===== src/bus_transfer_pkg.sv =====
// Package for the bus transfer interlock: role and scheme codes,
// register offsets and field positions, timebase and delay defaults.
// Assumes a 20 MHz reference clock.
package bus_transfer_pkg;

	// Breaker role selection
	typedef enum logic [1:0] {
		ROLE_DISABLED,
		ROLE_INCOMER1,
		ROLE_INCOMER2,
		ROLE_BUS_TIE
	} role_t;

	// Sequencer states for an incomer transfer
	typedef enum logic [1:0] {
		XFER_IDLE,
		XFER_TRIP,
		XFER_DONE
	} xfer_state_t;

	// Clock and timebase
	localparam int unsigned CLK_HZ = 20000000;
	localparam int unsigned TICK_US = 1000;
	localparam int unsigned TICK_CYCLES = (CLK_HZ / 1000000) * TICK_US;
	localparam logic [15:0] TICK_LAST = 16'(TICK_CYCLES - 1);

	// Register offsets
	localparam logic [3:0] REG_CTRL = 4'h0;
	localparam logic [3:0] REG_LOCAL_DLY = 4'h1;
	localparam logic [3:0] REG_OTHER_DLY = 4'h2;
	localparam logic [3:0] REG_PAR_DLY = 4'h3;
	localparam logic [3:0] REG_STATUS = 4'h4;

	// Control field positions
	localparam int CTRL_ROLE_LO = 0;
	localparam int CTRL_SCHEME = 2;
	localparam int CTRL_DBL_INH = 3;
	localparam int CTRL_RDY_EN = 4;

	// Reset values
	localparam logic [1:0] ROLE_RST = 2'h0;
	localparam logic SCHEME_RST = 1'b0;
	localparam logic [15:0] DLY_RST = 16'h0064;

endpackage


===== src/bus_transfer_interlock.sv =====
// Bus transfer interlock for one relay of a three-breaker auto transfer.
// Assumes contact inputs and protection element results arrive
// asynchronously and are synchronised here; register port is on i_ref_clk.
//
// Operation
// RULE1: Role setting: disabled, incomer one/two, tie
// RULE2: Scheme select, scheme one after reset
// RULE3: All three relays use same scheme
// RULE4: Local recovery delay after overcurrent resets
// RULE5: Double-loss return inhibit interval
// RULE6: Double loss: undervoltage trip unless inhibited
// RULE7: Never transfer-close tie on double loss
// RULE8: Parallel-trip delay expiry trips selected breaker
// RULE9: Incomer parallel-trip start conditions
// RULE10: Tie parallel-trip start conditions
// RULE11: Incomer transfer-ready conditions
// RULE12: Tie transfer-ready conditions
// RULE13: Ready enable drives auxiliary output three
// RULE14: Outputs four to seven only for transfer
// RULE15: Instantaneous overcurrent blocks incomer transfer
// RULE16: Fast undervoltage signals opposite incomer
// RULE17: Timed undervoltage initiates transfer
// RULE18: Undervoltage pickups must differ
// RULE19: Tie blocks sync-close during transfer
// RULE20: Incomer dead permission live-line-dead-bus; no dead permission logic here
// RULE21: Tie dead permission dead-line-or-dead-bus; no dead permission logic here
// RULE22: Incomer trips, requests close, holds till open
// RULE23: Tie latches close request till closed/blocked
// RULE24: Delays count ticks, restart when dropped
`timescale 1ns/1ps
`default_nettype none

module bus_transfer_interlock
	import bus_transfer_pkg::*;
(
	input wire logic i_ref_clk,
	input wire logic i_reset_n,
	input wire logic [3:0] i_addr,
	input wire logic [15:0] i_wdata,
	input wire logic i_wr,
	input wire logic i_rd,
	output logic [15:0] o_rdata,
	input wire logic i_own_connected,
	input wire logic i_own_closed,
	input wire logic i_other_closed,
	input wire logic i_tie_connected,
	input wire logic i_tie_closed,
	input wire logic i_parallel_trip_selection_input,
	input wire logic i_block_transfer,
	input wire logic i_lockout,
	input wire logic i_source_trip,
	input wire logic i_other_uv,
	input wire logic i_close_req,
	input wire logic i_inst_phase_overcurrent,
	input wire logic i_inst_neutral_overcurrent,
	input wire logic i_fast_uv,
	input wire logic i_timed_uv,
	input wire logic i_other_source_lost,
	output logic o_aux3_ready,
	output logic o_aux4_uv_other,
	output logic o_aux5_close_req,
	output logic o_aux6_tie_close,
	output logic o_aux7_sync_block,
	output logic o_trip
);

	localparam int NSYNC = 16;

	// Raw asynchronous inputs grouped for one synchroniser loop
	logic [NSYNC-1:0] raw_in;
	logic [NSYNC-1:0] sync1_q;
	logic [NSYNC-1:0] sync2_q;

	assign raw_in = {i_own_connected, i_own_closed, i_other_closed, i_tie_connected,
		i_tie_closed, i_parallel_trip_selection_input, i_block_transfer, i_lockout,
		i_source_trip, i_other_uv, i_close_req, i_inst_phase_overcurrent,
		i_inst_neutral_overcurrent, i_fast_uv, i_timed_uv, i_other_source_lost};

	// Two-flop synchroniser per input bit; stage one feeds stage two only
	genvar gi;
	generate
		for (gi = 0; gi < NSYNC; gi++) begin : g_sync
			always_ff @(posedge i_ref_clk or negedge i_reset_n) begin
				if (!i_reset_n) begin
					sync1_q[gi] <= 1'b0;
					sync2_q[gi] <= 1'b0;
				end else begin
					sync1_q[gi] <= raw_in[gi];
					sync2_q[gi] <= sync1_q[gi];
				end
			end
		end
	endgenerate

	// Synchronised names
	logic own_conn, own_cl, oth_cl, tie_conn, tie_cl, sel_trip, blk;
	logic lockout, src_trip, oth_uv, close_in, oc_p, oc_n, fast_uv, timed_uv, oth_lost;
	assign {own_conn, own_cl, oth_cl, tie_conn, tie_cl, sel_trip, blk, lockout, src_trip,
		oth_uv, close_in, oc_p, oc_n, fast_uv, timed_uv, oth_lost} = sync2_q;

	// Settings
	role_t role_q;
	logic scheme_q; // 0 = scheme one
	logic dbl_inh_q; // Double-loss trip inhibit
	logic rdy_en_q; // Ready indication enable
	logic [15:0] local_dly_q;
	logic [15:0] other_dly_q;
	logic [15:0] par_dly_q;

	// Register writes
	always_ff @(posedge i_ref_clk or negedge i_reset_n) begin
		if (!i_reset_n) begin
			role_q <= role_t'(ROLE_RST);
			scheme_q <= SCHEME_RST; // [RULE2]
			dbl_inh_q <= 1'b0;
			rdy_en_q <= 1'b0;
			local_dly_q <= DLY_RST;
			other_dly_q <= DLY_RST;
			par_dly_q <= DLY_RST;
		end else if (i_wr) begin
			case (i_addr)
				REG_CTRL: begin
					role_q <= role_t'(i_wdata[CTRL_ROLE_LO +: 2]); // [RULE1]
					scheme_q <= i_wdata[CTRL_SCHEME];
					dbl_inh_q <= i_wdata[CTRL_DBL_INH];
					rdy_en_q <= i_wdata[CTRL_RDY_EN];
				end
				REG_LOCAL_DLY: local_dly_q <= i_wdata;
				REG_OTHER_DLY: other_dly_q <= i_wdata;
				REG_PAR_DLY: par_dly_q <= i_wdata;
				default: ;
			endcase
		end
	end

	// Fixed timebase: one-cycle tick every TICK_CYCLES
	logic [15:0] tick_cnt_q;
	logic tick;
	assign tick = (tick_cnt_q == TICK_LAST);
	always_ff @(posedge i_ref_clk or negedge i_reset_n) begin
		if (!i_reset_n) tick_cnt_q <= 16'h0000;
		else if (tick) tick_cnt_q <= 16'h0000;
		else tick_cnt_q <= tick_cnt_q + 16'h0001;
	end

	// Role decode
	logic is_inc, is_tie;
	assign is_inc = (role_q == ROLE_INCOMER1) || (role_q == ROLE_INCOMER2); // [RULE1]
	assign is_tie = (role_q == ROLE_BUS_TIE);

	// Overcurrent on load side, and its recovery window
	logic oc_any;
	logic oc_prev_q;
	logic rec_run_q;
	logic [15:0] rec_cnt_q;
	assign oc_any = oc_p | oc_n;

	// Recovery interval: armed on overcurrent reset, restarts on fast undervoltage
	always_ff @(posedge i_ref_clk or negedge i_reset_n) begin
		if (!i_reset_n) begin
			oc_prev_q <= 1'b0;
			rec_run_q <= 1'b0;
			rec_cnt_q <= 16'h0000;
		end else begin
			oc_prev_q <= oc_any;
			if (oc_any) begin
				rec_run_q <= 1'b0;
				rec_cnt_q <= 16'h0000;
			end else if (oc_prev_q) begin
				rec_run_q <= 1'b1; // [RULE4]
				rec_cnt_q <= 16'h0000;
			end else if (rec_run_q && fast_uv) begin
				rec_cnt_q <= 16'h0000; // Voltage must stay up the whole interval [RULE24]
			end else if (rec_run_q && tick) begin
				if (rec_cnt_q >= local_dly_q) rec_run_q <= 1'b0;
				else rec_cnt_q <= rec_cnt_q + 16'h0001;
			end
		end
	end

	// Double loss tracking and return inhibit
	logic dbl_loss;
	logic dbl_seen_q;
	logic ret_run_q;
	logic [15:0] ret_cnt_q;
	assign dbl_loss = timed_uv & oth_lost;

	// Inhibit starts when the first source returns after a double loss
	always_ff @(posedge i_ref_clk or negedge i_reset_n) begin
		if (!i_reset_n) begin
			dbl_seen_q <= 1'b0;
			ret_run_q <= 1'b0;
			ret_cnt_q <= 16'h0000;
		end else begin
			if (dbl_loss) begin
				dbl_seen_q <= 1'b1;
				ret_run_q <= 1'b0;
				ret_cnt_q <= 16'h0000;
			end else if (dbl_seen_q) begin
				dbl_seen_q <= 1'b0;
				ret_run_q <= 1'b1; // [RULE5]
				ret_cnt_q <= 16'h0000;
			end else if (ret_run_q && tick) begin
				if (ret_cnt_q >= other_dly_q) ret_run_q <= 1'b0;
				else ret_cnt_q <= ret_cnt_q + 16'h0001;
			end
		end
	end

	// Transfer blocking and initiation for incomers
	logic xfer_block, xfer_init;
	assign xfer_block = blk | !own_conn | !tie_conn | !oth_cl | oth_uv
		| oc_any // [RULE15]
		| (fast_uv & (oc_any | rec_run_q)) | oc_prev_q | rec_run_q // [RULE4]
		| ret_run_q | dbl_seen_q // [RULE5]
		| dbl_loss; // [RULE7]
	assign xfer_init = is_inc && !xfer_block
		&& (timed_uv | lockout | src_trip); // [RULE17]

	// Incomer sequencer
	xfer_state_t st_q;
	logic inc_trip_q;
	logic close_req_q;

	// Trip held until own breaker seen open or role changes
	always_ff @(posedge i_ref_clk or negedge i_reset_n) begin
		if (!i_reset_n) begin
			st_q <= XFER_IDLE;
			inc_trip_q <= 1'b0;
			close_req_q <= 1'b0;
		end else begin
			case (st_q)
				XFER_IDLE: begin
					if (xfer_init) begin
						st_q <= XFER_TRIP;
						inc_trip_q <= 1'b1; // [RULE22]
						close_req_q <= 1'b1;
					end
				end
				XFER_TRIP: begin
					if (!own_cl || !is_inc) begin
						st_q <= XFER_DONE;
						inc_trip_q <= 1'b0;
					end
				end
				XFER_DONE: begin
					// Close request stays until source voltage returns or role changes
					if (!timed_uv || !is_inc) begin
						st_q <= XFER_IDLE;
						close_req_q <= 1'b0;
					end
				end
				default: begin
					st_q <= XFER_IDLE;
					inc_trip_q <= 1'b0;
					close_req_q <= 1'b0;
				end
			endcase
		end
	end

	// Double loss timed undervoltage trip, unless inhibited
	logic dbl_trip;
	assign dbl_trip = is_inc && dbl_loss && !dbl_inh_q; // [RULE6]

	// Tie close request latch
	logic tie_req_q;
	always_ff @(posedge i_ref_clk or negedge i_reset_n) begin
		if (!i_reset_n) tie_req_q <= 1'b0;
		else if (!is_tie || tie_cl || blk) tie_req_q <= 1'b0; // [RULE23]
		else if (close_in) tie_req_q <= 1'b1;
	end

	// Parallel-trip start conditions
	logic par_start;
	assign par_start = !blk && tie_conn && tie_cl && sel_trip &&
		((is_inc && own_conn && oth_cl) || // [RULE9]
		(is_tie && own_cl && oth_cl)); // [RULE10]

	// Parallel-trip delay
	logic [15:0] par_cnt_q;
	logic par_exp_q;
	always_ff @(posedge i_ref_clk or negedge i_reset_n) begin
		if (!i_reset_n) begin
			par_cnt_q <= 16'h0000;
			par_exp_q <= 1'b0;
		end else if (!par_start) begin
			par_cnt_q <= 16'h0000; // [RULE24]
			par_exp_q <= 1'b0;
		end else if (tick && !par_exp_q) begin
			if (par_cnt_q >= par_dly_q) par_exp_q <= 1'b1; // [RULE8]
			else par_cnt_q <= par_cnt_q + 16'h0001;
		end
	end

	// Transfer-ready flag
	logic ready;
	assign ready = !blk && (
		(is_inc && !tie_cl && own_conn && own_cl && oth_cl && !lockout && !src_trip
			&& !fast_uv && !oth_uv) || // [RULE11]
		(is_tie && tie_conn && !tie_cl && own_cl && oth_cl)); // [RULE12]

	// Registered outputs; auxiliaries 4-7 carry only transfer signals
	always_ff @(posedge i_ref_clk or negedge i_reset_n) begin
		if (!i_reset_n) begin
			o_aux3_ready <= 1'b0;
			o_aux4_uv_other <= 1'b0;
			o_aux5_close_req <= 1'b0;
			o_aux6_tie_close <= 1'b0;
			o_aux7_sync_block <= 1'b0;
			o_trip <= 1'b0;
		end else begin
			o_aux3_ready <= rdy_en_q && ready; // [RULE13]
			o_aux4_uv_other <= is_inc && fast_uv; // [RULE16] [RULE14]
			o_aux5_close_req <= is_inc && close_req_q; // [RULE14]
			o_aux6_tie_close <= is_tie && tie_req_q; // [RULE14]
			o_aux7_sync_block <= is_tie && tie_req_q; // [RULE19]
			o_trip <= inc_trip_q || dbl_trip || par_exp_q; // [RULE8]
		end
	end

	// Read port: data one cycle after strobe, zero otherwise
	always_ff @(posedge i_ref_clk or negedge i_reset_n) begin
		if (!i_reset_n) o_rdata <= 16'h0000;
		else if (!i_rd) o_rdata <= 16'h0000;
		else begin
			case (i_addr)
				REG_CTRL: o_rdata <= {11'h000, rdy_en_q, dbl_inh_q, scheme_q, role_q};
				REG_LOCAL_DLY: o_rdata <= local_dly_q;
				REG_OTHER_DLY: o_rdata <= other_dly_q;
				REG_PAR_DLY: o_rdata <= par_dly_q;
				REG_STATUS: o_rdata <= {10'h000, ret_run_q, rec_run_q, par_exp_q,
					tie_req_q, inc_trip_q, ready};
				default: o_rdata <= 16'h0000;
			endcase
		end
	end

	// Checks
	a_ready_output: assert property (@(posedge i_ref_clk) disable iff (!i_reset_n)
		o_aux3_ready |-> $past(rdy_en_q)) // [RULE13]
		else $error("ready output without enable");
	a_tie_close_dbl: assert property (@(posedge i_ref_clk) disable iff (!i_reset_n)
		(dbl_loss && !close_req_q) |=> !close_req_q) // [RULE7]
		else $error("transfer during double loss");
	a_trip_hold: assert property (@(posedge i_ref_clk) disable iff (!i_reset_n)
		(st_q == XFER_TRIP && own_cl && is_inc) |=> inc_trip_q) // [RULE22]
		else $error("trip dropped before open");
	a_tie_latch: assert property (@(posedge i_ref_clk) disable iff (!i_reset_n)
		(tie_req_q && !tie_cl && !blk && is_tie) |=> tie_req_q) // [RULE23]
		else $error("close request lost");
	a_par_restart: assert property (@(posedge i_ref_clk) disable iff (!i_reset_n)
		!par_start |=> (par_cnt_q == 16'h0000 && !par_exp_q)) // [RULE24]
		else $error("parallel delay not restarted");
	a_par_start: assert property (@(posedge i_ref_clk) disable iff (!i_reset_n)
		par_exp_q |-> $past(par_start)) // [RULE9]
		else $error("parallel trip without start");
	a_disabled_idle: assert property (@(posedge i_ref_clk) disable iff (!i_reset_n)
		(role_q == ROLE_DISABLED) |-> (!ready && !xfer_init)) // [RULE1]
		else $error("logic active when disabled");
	a_oc_block: assert property (@(posedge i_ref_clk) disable iff (!i_reset_n)
		oc_any |-> !xfer_init) // [RULE15]
		else $error("transfer during overcurrent");
	a_dbl_trip: assert property (@(posedge i_ref_clk) disable iff (!i_reset_n)
		(dbl_trip) |=> o_trip) // [RULE6]
		else $error("double loss trip missing");

	c_transfer: cover property (@(posedge i_ref_clk) disable iff (!i_reset_n) xfer_init);
	c_par_trip: cover property (@(posedge i_ref_clk) disable iff (!i_reset_n) par_exp_q);
	c_tie_req: cover property (@(posedge i_ref_clk) disable iff (!i_reset_n) tie_req_q);
	c_ready: cover property (@(posedge i_ref_clk) disable iff (!i_reset_n) o_aux3_ready);

endmodule

`default_nettype wire


===== config.mk =====
export PLATFORM = sky130hd
export DESIGN_NAME = bus_transfer_interlock
export DESIGN_NICKNAME = d
export VERILOG_FILES = /design/src/bus_transfer_pkg.sv /design/src/bus_transfer_interlock.sv
export SDC_FILE = /design/constraint.sdc
export NUM_CORES = 1
export LEC_CHECK = 0
export ABC_AREA = 1
export BUFFER_PORTS_ARGS = -buffer_cell sky130_fd_sc_hd__buf_2
export CORE_MARGIN = 2
export CORE_UTILIZATION = 45
export CTS_CLUSTER_DIAMETER = 50
export DETAILED_ROUTE_END_ITERATION = 16
export PLACE_DENSITY = 0.65
export SLEW_MARGIN = 5
export SYNTH_ARGS = -nofsm -noshare
export SYNTH_HDL_FRONTEND = slang
export SYNTH_SLANG_ARGS = --single-unit

===== constraint.sdc =====
create_clock -name i_ref_clk -period 2.2 [get_ports i_ref_clk]
set_input_delay 0.33 -clock i_ref_clk [delete_from_list [all_inputs] [get_ports i_ref_clk]]
set_output_delay 0.33 -clock i_ref_clk [all_outputs]
set_load 0.005 [all_outputs]

== Yosys cells after proc, flatten, opt, wreduce, memory -nomap -nowiden ==
Cells that the tools add are included.
Storage, ports and cells
  logic and storage cells: 221
  output and inout bits: 22
  bits of input ports: 40
  register bits: 180
Operators by class
  equality and inequality tests: 19
  bitwise gates (word level): 19
  reductions and logical operators: 79
  order comparisons: 3
  $add $sub $neg: 4
  multiplexer cells: 39
Operators with widths (count)
  $mux 16: 14
  $pmux 16 s5: 1
  $add 16x1->16 const B: 4
  $ge 16x16->1: 3
  $logic_and 1x1->1: 33
  $mux 1: 18
  $reduce_and 2->1: 9
  $eq 16x15->1 const B: 1
  $logic_not 1->1: 16
  $or 1x1->1: 15
  $reduce_and 3->1: 4
  $reduce_bool 3->1: 4
  $logic_or 1x1->1: 9
  $eq 4x2->1 const B: 2
  $ne 2x2->1 const B: 4
  $eq 2x2->1 const B: 3
  $mux 2: 3
  $ne 3x3->1 const B: 2
  $pmux 1 s3: 2
  $pmux 2 s3: 1
  $eq 2x1->1 const B: 2
  $eq 4x1->1 const B: 1
  $eq 4x3->1 const B: 1
  $logic_not 4->1: 1
  7 further kinds: 10

== Logic depth before layout (Yosys ltp) ==
Gate-level depths: netlist of the first run.
  word-level depth: 17
  mapped depth: 16
  gate-level depth less buffers: 16

== Worst setup path before layout of the first run ==
No wires, ideal clock.
  kind: register -> register
  start point: register other_dly_q[5]
  end point: register ret_cnt_q[10]
  data required time: 2.134 ns
  arrival: 1.828 ns
  setup slack: 0.307 ns
  cell stages (with the launch flop): 13
  buffers on the path: 1
  cell sequence: dfstp_2 > inv_1 > ha_1 > nand2_1 > inv_1 > o21ai_1 > o211ai_1 > o21ai_1 > nand3_2 > nand2_2 > buf_6 > nand2_1 > nand2_1
Between the ends
  cells in the longest elaborated chain, start to end: 3
RTL lines
  start, declared: RTL line bus_transfer_interlock.sv:107  | logic [15:0] other_dly_q;
  start signal, assigned: RTL line bus_transfer_interlock.sv:129  | REG_OTHER_DLY: other_dly_q <= i_wdata;
  $ge 16x16->1: RTL line bus_transfer_interlock.sv:204  | if (ret_cnt_q >= other_dly_q) ret_run_q <= 1'b0;
  $ne 3x3->1 (no source line)
  $reduce_and 2->1 (no source line)
  end signal, assigned: RTL line bus_transfer_interlock.sv:205  | else ret_cnt_q <= ret_cnt_q + 16'h0001;
  end, declared: RTL line bus_transfer_interlock.sv:185  | logic [15:0] ret_cnt_q;
Every way passes these cells.
A chain may end at the register's enable or synchronous reset.

== Final worst setup path of the first run ==
  start point: register par_dly_q[5]
  end point: register par_cnt_q[3]
Between the ends
  cells in the longest elaborated chain, start to end: 3
RTL lines
  start, declared: RTL line bus_transfer_interlock.sv:108  | logic [15:0] par_dly_q;
  start signal, assigned: RTL line bus_transfer_interlock.sv:130  | REG_PAR_DLY: par_dly_q <= i_wdata;
  $ge 16x16->1: RTL line bus_transfer_interlock.sv:291  | if (par_cnt_q >= par_dly_q) par_exp_q <= 1'b1;
  $ne 2x2->1 (no source line)
  $reduce_and 2->1 (no source line)
  end signal, assigned: RTL line bus_transfer_interlock.sv:292  | else par_cnt_q <= par_cnt_q + 16'h0001;
  end, declared: RTL line bus_transfer_interlock.sv:281  | logic [15:0] par_cnt_q;
Every way passes these cells.

==> metrics, run 1 <==
core footprint 21,000 um2; Async SR Flop Fraction 100%; Placed Instances 1,504; CP Max Fanout 10; post-synth cell types 50; Nets 1,358; grt total ovfl 0; FP Rows 53; Post-Layout Cell Count 1,553; power share of the sequential group 47.9%; f_max 0.488 GHz; number of global-route vias before repair 7,850; Sw Ratio 29.7%; Area Growth Syn to Fin 16.3%; Area contributors post-synth dfrtp_1 45%, nand2_1 10%, ha_1 6.9%; Cells after Synth 1,163; largest net degree at the start of global routing 55; post-CTS setup buffers 0; Post-Syn Area per Cell 8.22 um2; DP Area 10,400 um2; status finished clean; Detail Route Antenna Nets 0; width of the die 150 um; Post-Layout Inst Area 11,100 um2; CTS Root Cell clkbuf_16; vias 8,083; Comb power frac 13.9%; hold slack 190 ps; Layout Skew 10.4 ps; Setup crit end kind flop; first-pass GRT wire length 39,700 um; die area 22,400 um2; MaxCap Viol Count 0; clock latency on the worst-skew pair 440 ps; H-tree Lvls 4; drt total wl 23,900 um; Yosys top cell area share 44.7%; Post-synth top flop dfrtp_1; WP buf/inv 3; number of clock sinks 180; CTS tree yes; share of cells above drive strength 1 14.6%; area of the multi-input gates 4260 um2; synthesized area 9560 um2; Tot GR Track Use 22.8%; Tot Pwr 7.86 mW; Startpoint Class flop; DR iter-0 viols 498; Buffers on Ports 61; switching power 2.34 mW; Yosys reg bits 180; Reg clk slew, reported paths 70 ps; Pre-antenna DRT Iters 5; Worst path max stage delay 550 ps; syn_nets 1,256; delay-heaviest family, CP simple AND/OR/NAND/NOR gates; Clk pwr share 38.2%; worst hold path class primary input to flop; initial cell density of the core 45.6%; Clock Path Buffers 2; relative slew slack 65.0%; Seq/Total Area, Yosys 47.2%; PwrDens 707 nW/um2; Post-synth EDFFs 0; cts bufs inserted 17; I/O pin count 62; Min Clock Period, post-route 2050 ps; Hold Fails Final Rpt 0; Wirelength per Cell 15.4 um; Worst Path Arrival 2400 ps; CP Class flop to flop; setup ws final 150 ps; Worst Tran Pin Value 525 ps; CP max stage cell dfstp_2; crit share post-route 93.2%; peak supply drop 466 uV; filler cell count 1,990; final setup violation count 0; Critical Path RT 2550 ps; sequential cell area 4520 um2; total leakage power 5.63 nW; Int Pwr 5.52 mW; drt drc 0; Synth Warn # 0; final slew viol count 0; GP Congestion 0.910; most frequent CP cell nand2_1; die height 150 um; vias per cell 5.20; DP Worst Slack 121 ps; DP HPWL 17,500 um; n_diodes 0; initial antenna violation count 0; crit-path cells inv_1, ha_1, nand2_1, inv_1, nand2_1, nor2_1, nor2_1, nand2_1, nand2_2, nand3_2, buf_4, o21ai_2, nor3b_1; most area-hungry cell type in the Yosys netlist dfrtp_1
-- power groups by stage --
stage | clock [mW] | combinational, mW | sequential, mW
3_3_place_gp | 0 | 1.04 | 3.81
2_1_floorplan | 0 | 0.683 | 3.78
3_5_place_dp | 0 | 1.06 | 3.82
4_1_cts | 3.06 | 1.09 | 3.76
5_1_grt | 3.19 | 1.27 | 3.80
6_report | 3.01 | 1.09 | 3.77
-- worst reg2reg max path: stages (launching register included) --
cell and delay, ps:
dfstp_2 550, inv_1 50, ha_1 300, nand2_1 70
inv_1 30, nand2_1 70, nor2_1 50, nor2_1 80
nand2_1 70, nand2_2 90, nand3_2 100, buf_4 200
o21ai_2 110, nor3b_1 190
-- synth_stat cells, types with 9 or more instances --
cell      count
clkbuf_1     19
nand4_1      16
dfrtp_1     171
o22ai_1      17
nor4_1       20
nand3_1      93
xor2_1       18
a21oi_1      34
inv_1       170
nor2_1       84
ha_1         53
dfstp_2       9
nand2_1     259
nor3_1       25
o21ai_0      82
-- cell type report --
cell class / count / area share, %
inverters: 177 / 5.99
multi-input cells: 777 / 38.3
repair buffers: 112 / 6.85
clock buffers: 18 / 3.95
well taps: 275 / 3.09
flip-flops and latches: 180 / 40.6
clock inverters: 14 / 1.25
-- cells in the final DEF, fill, tap and decap left out, types with 3 or more instances in the layout --
cell / netlist / routed
nor3_1: 25 / 25
nand3b_1: 3 / 3
o22ai_1: 17 / 17
o21a_1: 3 / 3
o21ai_0: 82 / 82
dlygate4sd3_1: 0 / 17
nand3_2: 6 / 6
buf_2: 3 / 60
inv_6: 0 / 5
xnor2_1: 3 / 3
xor2_1: 18 / 18
dfstp_2: 9 / 9
inv_8: 0 / 3
nor3_2: 3 / 3
nand3_1: 93 / 93
o21ai_2: 2 / 3
o21ai_1: 4 / 3
nand4_1: 16 / 16
nand2_2: 5 / 4
nor3b_1: 3 / 3
o21bai_1: 4 / 4
nand2_1: 259 / 258
nor2_1: 84 / 84
inv_2: 5 / 5
a221oi_1: 4 / 4
nor2_2: 6 / 6
clkbuf_16: 0 / 17
dfrtp_1: 171 / 171
or2_2: 8 / 8
nor4_1: 20 / 20
ha_1: 53 / 53
nand2_4: 3 / 5
inv_1: 170 / 170
a21oi_1: 34 / 34
buf_4: 3 / 32
-- per-stage QoR --
step / setup TNS [ps] / utilization (%)
3_5_place_dp: 0 / 49.4
3_3_place_gp: 0 / 49.4
2_1_floorplan: 0 / -
4_1_cts: 0 / 52.9
5_1_grt: -19.5 / 53.1
6_report: 0 / 53.1
-- kinds of logic (layout without fill, tap and decap cells) --
group,after synthesis,in the layout,synth area share (%)
adders and majority gates,53,53,6.93
DFF,180,180,47.2
buffers and inverters,206,321,8.42
AOI/OAI and AO/OA,161,161,9.45
and+or+nand+nor,542,542,26.1
xor gates and xnor gates,21,21,1.92
-- path summary, 6_finish.rpt --
| kind | from | endpoint | slack [ps] | cells after the start |
|---|---|---|---|---|
| worst min register to register | sync1_q[13] | oth_cl | 340 | 0 |
| worst max-delay path | par_dly_q[5] | par_cnt_q[3] | 150 | 13 |
| worst min-delay path | i_wdata[8] | local_dly_q[8] | 190 | 3 |
| min in group asynchronous | i_reset_n | ret_cnt_q[1] | 410 | 2 |
| worst max register to register | par_dly_q[5] | par_cnt_q[3] | 150 | 13 |
| max in group asynchronous | i_reset_n | par_dly_q[6] | 1110 | 3 |
-- routing by layer --
layer  vias to the layer above  GRT usage [%]  wire [um]
met5                         -              0          0
met4                         0           6.93        397
met3                        29           4.09       1260
met2                       214           36.4      11200
met1                      3831           31.7      11000
li1                       4009              -          -
-- timing repair --
action / CTS / global route
endpoints found under the hold margin: 62 / 2
gates resized for setup: 0 / 4
hold buffers: 15 / 2
endpoints found under the setup margin: 0 / 18
-- sequential cells by signal, summed over array words and instances, names as in the netlist, 2 cells and up --
signal	count
local_dly_q	16
o_rdata	16
other_dly_q	16
par_cnt_q	16
par_dly_q	16
rec_cnt_q	16
ret_cnt_q	16
role_q	2
st_q	2
sync1_q	16
tick_cnt_q	16
Power figures use the tool's default switching activity.
==> run 2: changes to the inputs <==
- ABC_AREA: 1 -> default
- BUFFER_PORTS_ARGS: -buffer_cell sky130_fd_sc_hd__buf_2 -> default
- CAP_MARGIN: default -> 25
- DONT_BUFFER_PORTS: default -> 1
- PLACE_DENSITY: 0.65 -> 0.63
==> run 2 against run 1 <==
  * The run now ends with hold timing, setup timing left
  * Count of clock-buffer cells in the layout stayed put
  * Fmax is 24% lower
  * Worst hold slack worse by 610 ps
  * Sequential cell count stayed put
  * Clock power is 4% higher
  * Critical path type unchanged
  * Largest power group unchanged
  * Highest routed layer unchanged
==> metrics, run 2 <==
relative slew slack 57.3% (-7.7 points); Worst R2R End ret_cnt_q[9]; crit share post-route 123% (+30 points); number of global-route vias before repair 7,291 (-7.1%); most area-hungry cell type in the Yosys netlist dfrtp_1; Wirelength per Cell 18.9 um (+23%); share of cells above drive strength 1 37.5% (+23 points); vias per cell 5.71 (+9.6%); drt total wl 24,100 um (+0.98%); DR iter-0 viols 535 (+7.4%); drt drc 0 (unchanged); post-synth cell types 55 (+10%); delay-heaviest family, CP compound AO/OA/AOI/OAI gates; first-pass GRT wire length 37,800 um (-4.9%); Worst path max stage delay 490 ps (-60 ps); area of the multi-input gates 4570 um2 (+7.3%); initial antenna violation count 0 (unchanged); hold slack -417 ps (-607 ps); WP buf/inv 4 (+1); initial cell density of the core 46.3% (+0.65 points); Setup crit end kind flop; n_diodes 0 (unchanged); die height 143 um (-4.4%); PwrDens 701 nW/um2 (-0.84%); commonest non-fill, non-tap cells in the layout 171 x dfrtp_1, 151 x buf_4, 59 x inv_1; Worst Tran Pin Value 641 ps (+117 ps); Tot GR Track Use 23.7% (+0.90 points); Util after Layout 62.7% (+9.6 points); peak supply drop 554 uV (+19%); crit-path cells ha_1, a21o_1, a21o_1, a2111o_1, buf_6, buf_12, buf_8, a211oi_4, buf_6, a21oi_2, a31o_2; Startpoint Class flop; synth cell count leaders 171 x dfrtp_1, 76 x a21oi_1, 62 x inv_1; cts bufs inserted 17 (unchanged); Detail Route Antenna Nets 0 (unchanged); GP Congestion 0.876 (-3.7%); Pre-antenna DRT Iters 7 (+2); Seq/Total Area, Yosys 51.8% (+4.6 points); Area Growth Syn to Fin 35.5%; R2R Path Start ret_cnt_q[13]; DP HPWL 15,600 um (-10%); Buffers on Ports 0 (-100%); hold_buf cts 16 (+1); filler cell count 1,486 (-25%); Area contributors post-synth dfrtp_1 49%, ha_1 7.6%, mux2_2 6.8%; Min Clock Period, post-route 2710 ps (+658 ps); final setup violation count 49 (+49); CTS Root Cell clkbuf_16; CP Class flop to flop; setup ws final -507 ps (-658 ps); MaxCap Viol Count 0 (unchanged); Critical Path RT 2530 ps (-20 ps); vias 7,265 (-10%); R2R depth 11 (-2); core footprint 18,800 um2 (-10%); Async SR Flop Fraction 100% (unchanged); final slew viol count 0 (unchanged); Worst Path Arrival 3040 ps (+640 ps); H-tree Lvls 4 (unchanged); width of the die 143 um (-4.4%); Worst R2R Setup Slack -510 ps (-660 ps); Post-synth EDFFs 0 (unchanged); most common cell after layout, fill and taps aside dfrtp_1; Nets 1,093 (-20%); Setup TNS Final -14,740 ps (-14,740 ps); largest net degree at the start of global routing 181 (+230%); worst hold path class primary input to asynchronous set/reset pin; synthesized area 8720 um2 (-8.9%); total leakage power 5.25 nW (-6.9%); Post-Syn Area per Cell 10.8 um2 (+31%); Clock Path Buffers 2 (unchanged); Synth Warn # 0 (unchanged); CP Max Fanout 4 (-6); Post-synth top flop dfrtp_1; CP max stage cell a2111o_1; FP Rows 50 (-5.7%); Cells after Synth 808 (-31%); most numerous cell in the Yosys netlist dfrtp_1; Reg clk slew, reported paths 70 ps (about the same); grt total ovfl 0 (unchanged); status finished, violations left; die area 20,500 um2 (-8.6%); Yosys top cell area share 49.1% (+4.3 points); RSZ-0062 raised after global routing yes; syn_nets 901 (-28%); failing checks hold timing, setup timing; f_max 0.369 GHz (-24%); number of clock sinks 180 (unchanged); CTS tree yes; Hold Fails Final Rpt 180 (+180); sequential cell area 4520 um2 (unchanged); clock latency on the worst-skew pair 450 ps (about the same); I/O pin count 62 (unchanged); Layout Skew 13.3 ps (+2.88 ps); Yosys reg bits 180 (unchanged)
## run 2: changes by cell type in the layout (fill, tap and decap cells not counted), sizes merged, moves of 53 or more
cell,change
nor2,-55
o21ai,-56
nand3,-78
buf,+78
nand2,-210
inv,-114
mux2,+53
## run 2: layer usage
layer  global-route usage (%)  share of wire (%)  up-vias
met4                     6.10                2.1        0
met2                     40.1                 50      247
met3                     5.37                5.3       48
met5                        0                  0        -
li1                         -                  -     3340
met1                     30.7                 42     3630
## run 2: worst max path at each step
stage	cells past startpoint	slack (ps)	end	startpoint
after floorplan	7	-390	par_cnt_q[11]	tick_cnt_q[5]
after global placement	8	-400	ret_cnt_q[10]	other_dly_q[6]
after detailed placement	8	-470	ret_cnt_q[10]	other_dly_q[6]
after CTS	8	-400	ret_cnt_q[10]	other_dly_q[6]
after global routing	11	-550	ret_cnt_q[1]	ret_cnt_q[13]
final	11	-510	ret_cnt_q[9]	ret_cnt_q[13]
## run 2: logic make-up after synthesis
kind of cell             share of synthesized area, %
flip-flops                                       51.8
buffers and inverters                            3.66
AND/OR/NAND/NOR                                  14.3
AO/OA/AOI/OAI                                    13.8
multiplexers                                     7.19
adder cells (fa/ha/maj)                          7.61
XOR/XNOR                                         1.71
## run 2: worst register-to-register path: cells and delay by family (launching register included)
kind | cells | cell delay [ps]
flip-flops | 1 | 400
AO/OA/AOI/OAI | 6 | 1330
adder cells (fa/ha/maj) | 1 | 320
buffers and inverters | 4 | 570
## run 2: cell type report
cell class                 instances  share of cell area, %
multi-input combinational        550                   38.7
sequential                       180                   38.2
timing repair buffer             189                   13.2
clock buffer                      18                   3.63
tap                              260                   2.75
inverter                          62                   1.97
clock inverter                    14                   1.54
## run 2: report_power, final
part           switching [mW]  total, mW  internal (mW)  leakage, nW
Combinational           0.616       1.34          0.722         2.64
Clock                    1.50       3.14           1.65        0.298
Sequential              0.182       3.79           3.61         2.31
Total                    2.30       8.27           5.98         5.25
## run 2: timing repair
item,CTS,global route
endpoints found under the hold margin,196,180
resized for setup,59,99
pin swaps,23,49
cloned,4,1
setup buffers,17,14
setup endpoints to repair,49,51
## run 2: stage by stage
step	instance area (um2)	power, mW	instances	worst slack [ps]
after global routing	11800	8.62	1273	-553
after detailed placement	10000	4.96	1189	-472
after global placement	10000	4.92	1189	-400
after CTS	11200	8.19	1258	-399
after floorplan	8730	4.40	808	-393
final	11800	8.27	1273	-507
